===== src/logic/ifcr_pkg.sv =====
package ifcr_pkg;

  // Register offsets on the special function register bus
  localparam logic [7:0] IFCR_TRIGGER_ADDR   = 8'ha4;
  localparam logic [7:0] IFCR_ADDR_LOW_ADDR  = 8'ha6;
  localparam logic [7:0] IFCR_ADDR_HIGH_ADDR = 8'ha7;
  localparam logic [7:0] IFCR_DATA_ADDR      = 8'hae;
  localparam logic [7:0] IFCR_COMMAND_ADDR   = 8'haf;

  // Reset values
  localparam logic [7:0] IFCR_ADDR_LOW_RST   = 8'h00;
  localparam logic [7:0] IFCR_ADDR_HIGH_RST  = 8'h00;
  localparam logic [7:0] IFCR_DATA_RST       = 8'h00;
  localparam logic [7:0] IFCR_COMMAND_RST    = 8'h30;

  // Field positions
  localparam int IFCR_START_BIT    = 0;
  localparam int IFCR_EXT_MSB      = 7;
  localparam int IFCR_EXT_LSB      = 6;
  localparam int IFCR_OE_BIT       = 5;
  localparam int IFCR_CE_BIT       = 4;
  localparam int IFCR_FUNC_MSB     = 3;
  localparam int IFCR_FUNC_LSB     = 0;

  // Function codes
  localparam logic [3:0] IFCR_FUNC_READ    = 4'h0;
  localparam logic [3:0] IFCR_FUNC_PROGRAM = 4'h1;
  localparam logic [3:0] IFCR_FUNC_ERASE   = 4'h2;

  // Destination codes carried in the address extension bits
  localparam logic [1:0] IFCR_DEST_MAIN    = 2'h0;
  localparam logic [1:0] IFCR_DEST_LOADER  = 2'h1;
  localparam logic [1:0] IFCR_DEST_CONFIG  = 2'h3;

  // Erase page geometry: 128 bytes, so the low 7 address bits are dropped
  localparam int          IFCR_PAGE_BYTES = 128;
  localparam logic [17:0] IFCR_PAGE_MASK  = ~18'(IFCR_PAGE_BYTES - 1);

  // Default size of the main array, in bytes
  localparam logic [17:0] IFCR_MAIN_SIZE_DEF = 18'h10000;

  typedef enum logic [3:0] {
    IFCR_IDLE   = 4'b0001,
    IFCR_LAUNCH = 4'b0010,
    IFCR_WAIT   = 4'b0100,
    IFCR_FINISH = 4'b1000
  } ifcr_state_type;

endpackage


===== src/logic/ifcr_byte_if.sv =====
`timescale 1ns/10ps
interface ifcr_byte_if;
  logic       sw_wr;
  logic [7:0] sw_data;
  logic       hw_wr;
  logic [7:0] hw_data;
  logic [7:0] value;

  modport ctrl  (output sw_wr, output sw_data, output hw_wr, output hw_data, input value);
  modport store (input sw_wr, input sw_data, input hw_wr, input hw_data, output value);
endinterface


===== src/logic/ifcr_byte_reg.sv =====
`timescale 1ns/10ps
module ifcr_byte_reg #(
  parameter logic [7:0] RESET_VALUE = 8'h00
) (
  // Clock and reset
  input  wire logic  core_clk_in,
  input  wire logic  reset_in,
  // Access port
  ifcr_byte_if.store port
);

  // Hardware load wins so a completing read is never lost
  always_ff @(posedge core_clk_in or posedge reset_in) begin
    if (reset_in) begin
      port.value <= RESET_VALUE;
    end else if (port.hw_wr) begin
      port.value <= port.hw_data;
    end else if (port.sw_wr) begin
      port.value <= port.sw_data;
    end
  end

endmodule


===== src/logic/ifcr_top.sv =====
`timescale 1ns/10ps
module ifcr_top
  import ifcr_pkg::*;
#(
  parameter logic [17:0] MAIN_SIZE = ifcr_pkg::IFCR_MAIN_SIZE_DEF
) (
  // Clock and reset
  input  wire logic        core_clk_in,
  input  wire logic        reset_in,
  // Special function register bus
  input  wire logic [7:0]  sfr_addr_in,
  input  wire logic        sfr_wr_in,
  input  wire logic        sfr_rd_in,
  input  wire logic [7:0]  sfr_wdata_in,
  output logic      [7:0]  sfr_rdata_out,
  // Chip control and timed access
  input  wire logic        programming_enable_in,
  input  wire logic        timed_access_unlock_in,
  input  wire logic        boot_from_loader_in,
  input  wire logic        fault_clear_in,
  output logic             fault_flag_out,
  // CPU stall
  output logic             pc_hold_out,
  // Flash macro port
  output logic      [17:0] flash_addr_out,
  output logic      [7:0]  flash_wdata_out,
  output logic             flash_read_out,
  output logic             flash_program_out,
  output logic             flash_erase_out,
  input  wire logic        flash_done_in,
  input  wire logic [7:0]  flash_rdata_in
);
  import ifcr_pkg::*;

  ifcr_byte_if addr_low_bus ();
  ifcr_byte_if addr_high_bus ();
  ifcr_byte_if data_bus ();
  ifcr_byte_if command_bus ();

  ifcr_state_type state_reg;
  ifcr_state_type state_next;

  logic        trigger_hit;
  logic        start_req;
  logic        op_legal;
  logic        op_read;
  logic        op_program;
  logic        op_erase;
  logic [17:0] target_address;
  logic [1:0]  dest;
  logic [3:0]  function_code;
  logic        output_enable_field;
  logic        read_pending_reg;

  ifcr_byte_reg #(.RESET_VALUE(IFCR_ADDR_LOW_RST)) addr_low_reg (
    .core_clk_in (core_clk_in),
    .reset_in    (reset_in),
    .port        (addr_low_bus.store)
  );

  ifcr_byte_reg #(.RESET_VALUE(IFCR_ADDR_HIGH_RST)) addr_high_reg (
    .core_clk_in (core_clk_in),
    .reset_in    (reset_in),
    .port        (addr_high_bus.store)
  );

  ifcr_byte_reg #(.RESET_VALUE(IFCR_DATA_RST)) data_reg (
    .core_clk_in (core_clk_in),
    .reset_in    (reset_in),
    .port        (data_bus.store)
  );

  ifcr_byte_reg #(.RESET_VALUE(IFCR_COMMAND_RST)) command_reg (
    .core_clk_in (core_clk_in),
    .reset_in    (reset_in),
    .port        (command_bus.store)
  );

  // Software writes; the CPU is stalled while busy, so these never race
  assign addr_low_bus.sw_wr    = sfr_wr_in && (sfr_addr_in == IFCR_ADDR_LOW_ADDR);
  assign addr_low_bus.sw_data  = sfr_wdata_in;
  assign addr_low_bus.hw_wr    = 1'b0;
  assign addr_low_bus.hw_data  = 8'h00;
  assign addr_high_bus.sw_wr   = sfr_wr_in && (sfr_addr_in == IFCR_ADDR_HIGH_ADDR);
  assign addr_high_bus.sw_data = sfr_wdata_in;
  assign addr_high_bus.hw_wr   = 1'b0;
  assign addr_high_bus.hw_data = 8'h00;
  assign command_bus.sw_wr     = sfr_wr_in && (sfr_addr_in == IFCR_COMMAND_ADDR);
  assign command_bus.sw_data   = sfr_wdata_in;
  assign command_bus.hw_wr     = 1'b0;
  assign command_bus.hw_data   = 8'h00;
  assign data_bus.sw_wr        = sfr_wr_in && (sfr_addr_in == IFCR_DATA_ADDR);
  assign data_bus.sw_data      = sfr_wdata_in;

  // Read result captured at completion
  assign data_bus.hw_wr   = (state_reg == IFCR_WAIT) && flash_done_in && read_pending_reg;
  assign data_bus.hw_data = flash_rdata_in;

  // Command decode
  assign dest                = command_bus.value[IFCR_EXT_MSB:IFCR_EXT_LSB];
  assign output_enable_field = command_bus.value[IFCR_OE_BIT];
  assign function_code       = command_bus.value[IFCR_FUNC_MSB:IFCR_FUNC_LSB];
  assign target_address      = {dest, addr_high_bus.value, addr_low_bus.value};

  assign op_read    = (function_code == IFCR_FUNC_READ) && !output_enable_field;
  assign op_program = (function_code == IFCR_FUNC_PROGRAM) && output_enable_field;
  assign op_erase   = (function_code == IFCR_FUNC_ERASE) && output_enable_field;

  // Config space is reachable only from loader code; main array has a size limit
  always_comb begin
    case (dest)
      IFCR_DEST_MAIN:   op_legal = target_address < MAIN_SIZE;
      IFCR_DEST_LOADER: op_legal = 1'b1;
      IFCR_DEST_CONFIG: op_legal = boot_from_loader_in;
      default:          op_legal = 1'b0;
    endcase
  end

  // Trigger write accepted only unlocked, enabled and idle
  assign trigger_hit = sfr_wr_in && (sfr_addr_in == IFCR_TRIGGER_ADDR);
  assign start_req   = trigger_hit && sfr_wdata_in[IFCR_START_BIT]
                     && timed_access_unlock_in
                     && programming_enable_in
                     && (state_reg == IFCR_IDLE);

  always_comb begin
    case (state_reg)
      IFCR_IDLE: begin
        state_next = start_req ? IFCR_LAUNCH : IFCR_IDLE;
      end
      IFCR_LAUNCH: begin
        state_next = (op_legal && (op_read || op_program || op_erase)) ? IFCR_WAIT : IFCR_FINISH;
      end
      IFCR_WAIT: begin
        state_next = flash_done_in ? IFCR_FINISH : IFCR_WAIT;
      end
      IFCR_FINISH: begin
        state_next = IFCR_IDLE;
      end
      default: begin
        state_next = IFCR_IDLE;
      end
    endcase
  end

  always_ff @(posedge core_clk_in or posedge reset_in) begin
    if (reset_in) begin
      state_reg <= IFCR_IDLE;
    end else begin
      state_reg <= state_next;
    end
  end

  // Stall spans launch through finish; drops as the machine returns to idle
  always_ff @(posedge core_clk_in or posedge reset_in) begin
    if (reset_in) begin
      pc_hold_out <= 1'b0;
    end else begin
      pc_hold_out <= (state_next != IFCR_IDLE);
    end
  end

  // Flash strobes are single-cycle pulses at launch
  always_ff @(posedge core_clk_in or posedge reset_in) begin
    if (reset_in) begin
      flash_addr_out    <= 18'h00000;
      flash_wdata_out   <= 8'h00;
      flash_read_out    <= 1'b0;
      flash_program_out <= 1'b0;
      flash_erase_out   <= 1'b0;
      read_pending_reg  <= 1'b0;
    end else if ((state_reg == IFCR_LAUNCH) && op_legal) begin
      flash_addr_out    <= op_erase ? (target_address & IFCR_PAGE_MASK) : target_address;
      flash_wdata_out   <= data_bus.value;
      flash_read_out    <= op_read;
      flash_program_out <= op_program;
      flash_erase_out   <= op_erase;
      read_pending_reg  <= op_read;
    end else begin
      flash_read_out    <= 1'b0;
      flash_program_out <= 1'b0;
      flash_erase_out   <= 1'b0;
      if (state_reg == IFCR_FINISH) begin
        read_pending_reg <= 1'b0;
      end
    end
  end

  // Fault: hardware set wins over software clear
  always_ff @(posedge core_clk_in or posedge reset_in) begin
    if (reset_in) begin
      fault_flag_out <= 1'b0;
    end else if ((state_reg == IFCR_LAUNCH) && !(op_legal && (op_read || op_program || op_erase))) begin
      fault_flag_out <= 1'b1;
    end else if (fault_clear_in) begin
      fault_flag_out <= 1'b0;
    end
  end

  // Registered read data; trigger and unmapped addresses read zero
  always_ff @(posedge core_clk_in or posedge reset_in) begin
    if (reset_in) begin
      sfr_rdata_out <= 8'h00;
    end else if (sfr_rd_in) begin
      case (sfr_addr_in)
        IFCR_ADDR_LOW_ADDR:  sfr_rdata_out <= addr_low_bus.value;
        IFCR_ADDR_HIGH_ADDR: sfr_rdata_out <= addr_high_bus.value;
        IFCR_DATA_ADDR:      sfr_rdata_out <= data_bus.value;
        IFCR_COMMAND_ADDR:   sfr_rdata_out <= command_bus.value;
        IFCR_TRIGGER_ADDR:   sfr_rdata_out <= 8'h00;
        default:             sfr_rdata_out <= 8'h00;
      endcase
    end
  end

endmodule


===== config.mk =====
export PLATFORM = sky130hd
export DESIGN_NAME = ifcr_top
export DESIGN_NICKNAME = d
export VERILOG_FILES = /design/src/logic/ifcr_pkg.sv /design/src/logic/ifcr_byte_if.sv /design/src/logic/ifcr_byte_reg.sv /design/src/logic/ifcr_top.sv
export SDC_FILE = /design/constraint.sdc
export NUM_CORES = 1
export LEC_CHECK = 0
export BUFFER_PORTS_ARGS = -buffer_cell sky130_fd_sc_hd__buf_2
export CAP_MARGIN = 10
export CELL_PAD_IN_SITES_DETAIL_PLACEMENT = 2
export CELL_PAD_IN_SITES_GLOBAL_PLACEMENT = 2
export CORE_MARGIN = 2
export CORE_UTILIZATION = 39
export CTS_BUF_LIST = sky130_fd_sc_hd__clkbuf_4 sky130_fd_sc_hd__clkbuf_8
export CTS_CLUSTER_SIZE = 28
export DETAILED_ROUTE_END_ITERATION = 10
export PLACE_DENSITY_LB_ADDON = 0.1
export SLEW_MARGIN = 10
export SYNTH_ARGS = -nofsm -noshare
export SYNTH_HDL_FRONTEND = slang
export SYNTH_HIERARCHICAL = 1
export SYNTH_SLANG_ARGS = --single-unit
export TNS_END_PERCENT = 30

===== constraint.sdc =====
create_clock -name core_clk_in -period 2.6 [get_ports core_clk_in]
set_clock_uncertainty 0.2 [all_clocks]
set_input_delay 0.39 -clock core_clk_in [delete_from_list [all_inputs] [get_ports core_clk_in]]
set_output_delay 0.39 -clock core_clk_in [all_outputs]
set_load 0.1 [all_outputs]

==> results of run 1 <==
-- Yosys cell counts (all sizes together), types with 2 or more instances --
| cell | instances |
|---|---|
| nand2 | 86 |
| inv | 10 |
| a21oi | 2 |
| nor3 | 7 |
| a22o | 15 |
| dfstp | 3 |
| dfrtp | 73 |
| mux2i | 32 |
| buf | 14 |
| o21ai | 36 |
| nor2 | 5 |
| mux4 | 8 |
| nor4b | 3 |
| nor2b | 2 |
| or4b | 3 |
| and3 | 3 |
-- final cells by class --
cell class | count | area (sq um)
Clock inverter | 6 | 88.84
Tap cell | 108 | 135.1
Fill cell | 931 | 4369
Sequential cell | 76 | 1906
Timing Repair Buffer | 84 | 457.9
Inverter | 11 | 41.29
Multi-Input combinational cell | 261 | 1592
Clock buffer | 10 | 131.4
-- worst max-delay path: cells and delay by family (launching register included) --
family | cells | cell delay (ns)
and+or+nand+nor | 3 | 1.21
AOI/OAI and AO/OA | 1 | 0.14
DFF | 1 | 0.42
-- routing by layer --
layer  GRT usage  vias to the layer above
met5           0                        -
met1      0.3421                     1520
met4     0.09905                        0
li1            -                     1312
met2      0.4333                       81
met3     0.03333                       22
-- per-stage QoR --
stage	instance area [sq um]	std cells	hold slack, ns	utilization
global placement	4111	538	0.2035	0.4714
detailed placement	4111	538	0.2048	0.4714
finish	4352	556	0.04124	0.4990
CTS	4352	556	0.03094	0.4990
floorplan	3664	363	0.004227	-
global route	4352	556	0.03578	0.4990
-- cell families after synthesis --
kind of cell              synth area share
muxes                               0.1431
AOI/OAI and AO/OA                   0.1009
xor gates and xnor gates          0.002504
and+or+nand+nor                     0.1602
buffers and inverters              0.04757
other                             0.001072
DFF                                 0.5447
-- power by group through the flow --
stage | combinational [mW] | sequential, mW | clock [mW]
CTS | 0.214 | 1.28 | 1.04
floorplan | 0.131 | 1.28 | 0
finish | 0.219 | 1.28 | 1.03
detailed placement | 0.210 | 1.31 | 0
global placement | 0.200 | 1.30 | 0
global route | 0.245 | 1.29 | 1.09
-- what timing repair did --
action / 4_1_cts / 5_1_grt
endpoints found under the setup margin: 0 / 0
endpoints found under the hold margin: 45 / 0
hold buffers: 2 / 0
-- worst paths after layout --
check	start	endpoint	slack, ns	cells past startpoint
min in group asynchronous	reset_in	addr_high_reg/port.value[6]$_DFFE_PP0P_	0.37	3
max in group asynchronous	reset_in	state_reg[0]$_DFF_PP1_	1.12	4
worst min register to register	flash_addr_out[8]$_DFFE_PP0P_	flash_addr_out[8]$_DFFE_PP0P_	0.28	2
worst max-delay path	state_reg[1]$_DFF_PP0_	data_reg/port.value[1]$_DFFE_PP0P_	0.54	4
worst min-delay path	flash_done_in	state_reg[2]$_DFF_PP0_	0.04	2
worst max register to register	state_reg[1]$_DFF_PP0_	data_reg/port.value[1]$_DFFE_PP0P_	0.54	4
==> flow_summary.yaml, run 1 <==
outcome:
  result_of_the_run: "finished clean"
detailed_routing:
  routed-via-count: 2935
  route.met2.wl_mm: 5.847
  maxUsedRoutingLayer: "met4"
  route.detailed.drc: 0
  ant_nets: 0
  detailedRoute.firstPassIterationCount: 4
  viasPerCell: 5.279
  met3_wirelength_um: 458
  routed_wirelength_mm: 11.68
  detailedRoute.firstIterationViolations: 121
  wire_per_inst_um: 21.01
  routedLengthMet1_mm: 5.087
power_and_ir_drop:
  cellLeakagePower_nw: 2.139
  sequentialPowerShare: 0.507
  power.switching_mw: 0.6708
  power.share.clock: 0.406
  irDropWorstVdd_mv: 0.2643
  p_per_area_nw_per_um2: 581.6
  sw_frac_of_total: 0.2650
  combPwrFrac: 0.086
  power.total_mw: 2.531
  internal_power_mw: 1.860
yosys:
  ys.warnings.count: 6
  synth_largest_area_cell: "dfrtp_1"
  ys_seq_elements: 76
  ys_top_cells_by_area: "dfrtp_1 52%, nand2_1 9.2%, mux2i_1 9.2%, mux4_2 5.2%, o21ai_1 4.9%"
  synth.distinct_cells: 41
  synthCells: 319
  yosys_most_used_dff: "dfrtp_1"
  async_flop_share: 1.000
  synthesis.area_per_instance_sq_um: 10.97
  synth_edf_count: 0
  synth.cell_area_sq_um: 3498
  synth_top_area_frac: 0.5222
  seq_area_frac_synth: 0.5447
critical_path:
  worst-path-max-fanout: 16
  cp_data_required_time_ns: 2.68
  endpoint_kind: "flop"
  cp_slowest_cell: "and3_1"
  cp.arrival_ns: 2.15
  critical_path_class: "flop to flop"
  worst_path_largest_cell_delay_ns: 0.61
  critical_path.cell_chain: "nor4b_1, and3_1, nand2_1, o21ai_1"
  worstSetupStartpointType: "flop"
placed_design:
  dpl_worst_slack_ns: 0.4495
  globalplace.congestion: 0.8003
  place.detailed.hpwl_mm: 8.619
  numPortBuffers: 71
clock_tree:
  clk_pin_slew_ns: 0.09
  postCtsResizedCells: 0
  cts_inserted_buffers: 9
  tritoncts: "done"
  clock_latency_ns: 0.36
  clock_tree.htree_level_count: 3
  cts-root-to-sink-buffers: 2
  post-cts-setup-buffers: 0
  root_buf_cell: "clkbuf_8"
  numClockSinks: 76
sta:
  max_fclk_mhz: 484.6
  grt_setup_unrepaired: "false"
  finalHoldViolCount: 0
  timing.final.max_slew_violations: 0
  period_share: 0.7938
  setup_viol: 0
  slew_at_the_pin_closest_to_its_max_slew_limit_ns: 0.6558
  setup-tns-final_ns: 0
  final_critical_path_setup_slack_ns: 0.5362
  finalWorstPathRequiredPeriod_ns: 2.064
  max-slew-margin-rel: 0.5601
floorplanning:
  die_area_sq_um: 9744
  std_cell_rows: 34
  chipHeight_um: 98.71
  die_w_um: 98.71
  effective_utilization_at_floorplan: 0.4011
  floorplan.core_area_sq_um: 8721
  design.portCount: 72
final_layout:
  antenna_cells_inserted: 0
  finalNetCount: 476
  area_growth_pct: 24.39
  layout-drive-gt1-share: 0.2567
  largest_register_ff_count: 18
  largest-register: "flash_addr_out"
  most-common-layout-cells: "86 x nand2_1, 73 x dfrtp_1, 71 x buf_2"
  layout_commonest_cell: "nand2_1"
global_routing:
  grt_start_max_net_pins: 23
  overflow: 0
  initial_antenna_violation_count: 0
  grt_pass1_wl_mm: 18.80
  first_global_vias: 3209
  grt.total_usage: 0.2579
hold_path:
  hold_path.class: "primary input to flop"
job:
  max-cap-violations: 0
Power figures use the tool's default switching activity.
==> run 2: changes to the inputs <==
--- a/config.mk
+++ b/config.mk
@@ -10,7 +10,7 @@
 export CELL_PAD_IN_SITES_DETAIL_PLACEMENT = 2
 export CELL_PAD_IN_SITES_GLOBAL_PLACEMENT = 2
 export CORE_MARGIN = 2
-export CORE_UTILIZATION = 39
+export CORE_UTILIZATION = 36
 export CTS_BUF_LIST = sky130_fd_sc_hd__clkbuf_4 sky130_fd_sc_hd__clkbuf_8
 export CTS_CLUSTER_SIZE = 28
 export DETAILED_ROUTE_END_ITERATION = 10
==> constraint.sdc (replaced) <==
create_clock -name core_clk_in -period 2.01 [get_ports core_clk_in]
set_clock_uncertainty 0.2 [all_clocks]
set_input_delay 0.3015 -clock core_clk_in [delete_from_list [all_inputs] [get_ports core_clk_in]]
set_output_delay 0.3015 -clock core_clk_in [all_outputs]
set_load 0.1 [all_outputs]
==> flow_summary.yaml, run 2 (same netlist as run 1, synthesis figures left out) <==
final_layout:
  largest-register: "flash_addr_out"
  layout-drive-gt1-share: 0.2603
  area_growth_pct: 30.33
  sequential_cell_area_sq_um: 1906
  most-common-layout-cells: "86 x nand2_1, 73 x dfrtp_1, 71 x buf_2"
  layout_commonest_cell: "nand2_1"
  largest_register_ff_count: 18
  footprint_of_the_multi_input_gates_sq_um: 1602
  fillers: 1013
  antenna_cells_inserted: 0
  finalNetCount: 489
sta:
  finalWorstPathRequiredPeriod_ns: 1.991
  grt_setup_unrepaired: "true"
  timing.final.max_slew_violations: 0
  final_critical_path_setup_slack_ns: 0.01913
  finalHoldViolCount: 0
  slew_at_the_pin_closest_to_its_max_slew_limit_ns: 0.6610
  max_fclk_mhz: 502.3
  worst_hold_slack_across_all_endpoints_ns: 0.06677
  period_share: 0.9905
  setup_viol: 0
  max-slew-margin-rel: 0.5584
detailed_routing:
  route.detailed.drc: 0
  routed_wirelength_mm: 12.30
  viasPerCell: 4.968
  met3_wirelength_um: 438
  routedLengthMet1_mm: 5.415
  maxUsedRoutingLayer: "met4"
  wire_per_inst_um: 20.85
  detailedRoute.firstPassIterationCount: 4
  routed-via-count: 2931
  ant_nets: 0
  route.met2.wl_mm: 6.307
  detailedRoute.firstIterationViolations: 126
power_and_ir_drop:
  cellLeakagePower_nw: 2.227
  irDropWorstVdd_mv: 0.3666
  p_per_area_nw_per_um2: 748.7
placed_design:
  numPortBuffers: 71
  dpl_worst_slack_ns: -0.009383
  globalplace.congestion: 0.8236
  place.detailed.hpwl_mm: 8.711
clock_tree:
  root_buf_cell: "clkbuf_8"
  tritoncts: "done"
  clock_tree.htree_level_count: 3
  cts_inserted_buffers: 9
  clock_latency_ns: 0.35
  clk_pin_slew_ns: 0.08
  cts-root-to-sink-buffers: 2
  numClockSinks: 76
floorplanning:
  floorplan.core_area_sq_um: 9328
  chipHeight_um: 102.6
  design.portCount: 72
  effective_utilization_at_floorplan: 0.3751
  std_cell_rows: 35
  die_area_sq_um: 10520
  die_w_um: 102.6
global_routing:
  grt_start_max_net_pins: 34
  first_global_vias: 3265
  overflow: 0
  grt_pass1_wl_mm: 18.57
  grt.total_usage: 0.2416
  initial_antenna_violation_count: 0
critical_path:
  critical_path.startpoint: "state_reg[3]$_DFF_PP0_"
  cp_data_required_time_ns: 2.09
  cp.arrival_ns: 2.07
  critical_path_class: "flop to flop"
  worst-path-max-fanout: 5
  endpoint_kind: "flop"
  crit-reg2reg-launch: "state_reg[3]$_DFF_PP0_"
  worstSetupStartpointType: "flop"
outcome:
  result_of_the_run: "finished clean"
hold_path:
  hold_path_startpoint: "boot_from_loader_in"
  hold_path.class: "primary input to flop"
job:
  max-cap-violations: 0
==> run 2: where the power goes <==
part / switching [mW] / internal [mW] / total (mW)
clock: 0.601 / 0.842 / 1.44
combinational: 0.185 / 0.130 / 0.315
sequential: 0.0737 / 1.58 / 1.66
total: 0.860 / 2.55 / 3.41
==> run 2: final cells by class <==
cell class / count / share of cell area
inverters: 11 / 0.009056
clock buffers: 10 / 0.02881
repair buffers: 97 / 0.1331
flip-flops and latches: 76 / 0.4179
clock inverters: 6 / 0.02442
multi-input cells: 261 / 0.3513
well taps: 129 / 0.03540
==> run 2: routing by layer <==
layer / vias up / track usage
li1: 1341 / -
met1: 1499 / 0.3197
met2: 79 / 0.4183
met3: 12 / 0.03322
met4: 0 / 0.06462
met5: - / 0
==> run 2: critical path: stages (launching register included) <==
cell,delay [ns]
dfrtp_1,0.43
or4b_4,0.63
nor4b_4,0.29
nor3b_2,0.25
a31o_1,0.12
==> run 2: worst paths after layout <==
check,endpoint,depth (start not counted),slack [ns]
setup / recovery,read_pending_reg$_DFFE_PP0P_,4,0.02
hold / removal,flash_addr_out[16]$_DFFE_PP0P_,3,0.07
setup reg to reg,read_pending_reg$_DFFE_PP0P_,4,0.02
hold reg to reg,flash_addr_out[10]$_DFFE_PP0P_,2,0.28
max in group asynchronous,state_reg[0]$_DFF_PP1_,4,0.73
min in group asynchronous,addr_low_reg/port.value[4]$_DFFE_PP0P_,3,0.30
==> run 2: what timing repair did <==
action                                 CTS  global route
gates cloned                             0             0
endpoints found under the hold margin   51             1
hold buffers                            10             1
resized for setup                        1             2
buffers inserted                         0             0
pin swaps                                0             2
setup endpoints to repair                1             8
==> run 2: metrics by stage <==
| stage | power, mW | utilization | instances | instance area (sq um) | setup TNS, ns |
|---|---|---|---|---|---|
| floorplan | 1.822 | - | 363 | 3664 | 0 |
| global placement | 1.946 | 0.4495 | 563 | 4193 | 0 |
| detailed placement | 1.963 | 0.4495 | 563 | 4193 | -0.009383 |
| CTS | 3.427 | 0.4872 | 589 | 4544 | 0 |
| global route | 3.526 | 0.4888 | 590 | 4559 | -0.05914 |
| finish | 3.414 | 0.4888 | 590 | 4559 | 0 |
==> run 3: changes to the inputs <==
--- a/config.mk
+++ b/config.mk
@@ -5,7 +5,7 @@
 export SDC_FILE = /design/constraint.sdc
 export NUM_CORES = 1
 export LEC_CHECK = 0
-export BUFFER_PORTS_ARGS = -buffer_cell sky130_fd_sc_hd__buf_2
+export BUFFER_PORTS_ARGS = -buffer_cell sky130_fd_sc_hd__clkbuf_2
 export CAP_MARGIN = 10
 export CELL_PAD_IN_SITES_DETAIL_PLACEMENT = 2
 export CELL_PAD_IN_SITES_GLOBAL_PLACEMENT = 2
==> flow_summary.yaml, run 3 (same netlist as run 1, synthesis figures left out) <==
outcome:
  result_of_the_run: "finished clean"
placed_design:
  numPortBuffers: 71
  globalplace.congestion: 0.8301
  dpl_worst_slack_ns: 0.003547
  placed_cell_area_sq_um: 4185
  placedCellCount: 562
  place.detailed.hpwl_mm: 8.702
sta:
  period_share: 0.9718
  slew_at_the_pin_closest_to_its_max_slew_limit_ns: 0.5626
  grt_setup_unrepaired: "false"
  setup-tns-final_ns: 0
  setup_viol: 0
  final_critical_path_setup_slack_ns: 0.05677
  finalHoldViolCount: 0
  worst_hold_slack_across_all_endpoints_ns: 0.09289
  max-slew-margin-rel: 0.6266
  max_fclk_mhz: 512.0
  timing.final.max_slew_violations: 0
  finalWorstPathRequiredPeriod_ns: 1.953
final_layout:
  area_growth_pct: 29.97
  layout.core_utilization: 0.4875
  most-common-layout-cells: "86 x nand2_1, 73 x dfrtp_1, 71 x clkbuf_2"
  largest_register_ff_count: 18
  fillers: 1016
  layout_commonest_cell: "nand2_1"
  largest-register: "flash_addr_out"
  finalNonFillerCells: 591
  layout-drive-gt1-share: 0.2619
  antenna_cells_inserted: 0
  final_design_area_no_fill_sq_um: 4547
  finalNetCount: 490
clock_tree:
  clk_pin_slew_ns: 0.09
  cts_inserted_buffers: 9
  cts-root-to-sink-buffers: 2
  clock_latency_ns: 0.37
  root_buf_cell: "clkbuf_8"
  tritoncts: "done"
  clock_tree.htree_level_count: 3
  numClockSinks: 76
detailed_routing:
  route.detailed.drc: 0
  wire_per_inst_um: 20.40
  routed-via-count: 2953
  routed_wirelength_mm: 12.06
  detailedRoute.firstIterationViolations: 95
  ant_nets: 0
  viasPerCell: 4.997
  detailedRoute.firstPassIterationCount: 4
critical_path:
  cp.arrival_ns: 2.05
  worst-r2r-cell-count: 4
  cp_data_required_time_ns: 2.10
  endpoint_kind: "flop"
  critical_path_class: "flop to flop"
  worstSetupStartpointType: "flop"
  worst-path-max-fanout: 7
power_and_ir_drop:
  p_per_area_nw_per_um2: 726.2
  power.switching_mw: 0.8645
  sw_frac_of_total: 0.2618
  internal_power_mw: 2.437
  cellLeakagePower_nw: 2.203
  combPwrFrac: 0.095
  power.total_mw: 3.302
  power.share.clock: 0.403
  sequentialPowerShare: 0.501
  irDropWorstVdd_mv: 0.3014
floorplanning:
  design.portCount: 72
  die_area_sq_um: 10520
  std_cell_rows: 35
  chipHeight_um: 102.6
  floorplan.core_area_sq_um: 9328
  effective_utilization_at_floorplan: 0.3751
  die_w_um: 102.6
hold_path:
  worst_hold_path_stage_count: 3
  hold_path.class: "primary input to flop"
global_routing:
  first_global_vias: 3151
  initial_antenna_violation_count: 0
  grt_start_max_net_pins: 34
  grt.total_usage: 0.2391
  grt_pass1_wl_mm: 18.10
  overflow: 0
job:
  max-cap-violations: 0
run 3: cell types whose count changed in the layout (fill, tap and decap cells not counted), sizes merged:
cell,before,now
clkinvlp,1,0
bufinv,3,2
clkinv,3,5
inv,10,9
clkbuf,10,82
buf,86,16
run 3: per-layer routing:
metal / GRT usage / up-vias / wire length, um
li1: - / 1345 / -
met1: 0.3211 / 1523 / 5326
met2: 0.4012 / 70 / 6152
met3: 0.03932 / 15 / 402
met4: 0.06974 / 0 / 174
met5: 0 / - / 0
run 3: timing repair:
action	in CTS	in global routing
resized for setup	0	3
setup endpoints to repair	0	4
setup buffers	0	2
hold buffers	11	0
endpoints found under the hold margin	52	0
run 3: path summary, 6_finish.rpt:
check / end / from / slack, ns
worst max-delay path: flash_addr_out[2]$_DFFE_PP0P_ / state_reg[3]$_DFF_PP0_ / 0.06
worst min-delay path: data_reg/port.value[4]$_DFFE_PP0P_ / sfr_wdata_in[4] / 0.09
worst max register to register: flash_addr_out[2]$_DFFE_PP0P_ / state_reg[3]$_DFF_PP0_ / 0.06
worst min register to register: flash_addr_out[15]$_DFFE_PP0P_ / flash_addr_out[15]$_DFFE_PP0P_ / 0.29
max in group asynchronous: state_reg[0]$_DFF_PP1_ / reset_in / 0.71
min in group asynchronous: flash_wdata_out[5]$_DFFE_PP0P_ / reset_in / 0.31
run 3: cell type report:
class,count,area (sq um),share of cell area
multi-input combinational,261,1610,0.3542
timing repair buffer,98,610.6,0.1343
clock inverter,5,78.83,0.01734
clock buffer,11,138.9,0.03054
sequential,76,1906,0.4191
tap,129,161.4,0.03550
inverter,11,41.29,0.009081
run 3: power by group through the flow:
stage          sequential (mW)  combinational [mW]  clock, mW
3_5_place_dp              1.68               0.278          0
4_1_cts                   1.65               0.297       1.35
6_report                  1.66               0.315       1.33
5_1_grt                   1.66               0.346       1.41
3_3_place_gp              1.68               0.265          0
2_1_floorplan             1.65               0.170          0
run 3: critical path, cell delays in order, from the launching register on:
cell     delay [ns]
dfrtp_1        0.42
or4b_4         0.61
nor2_4         0.14
and2_1         0.33
a22o_1         0.19
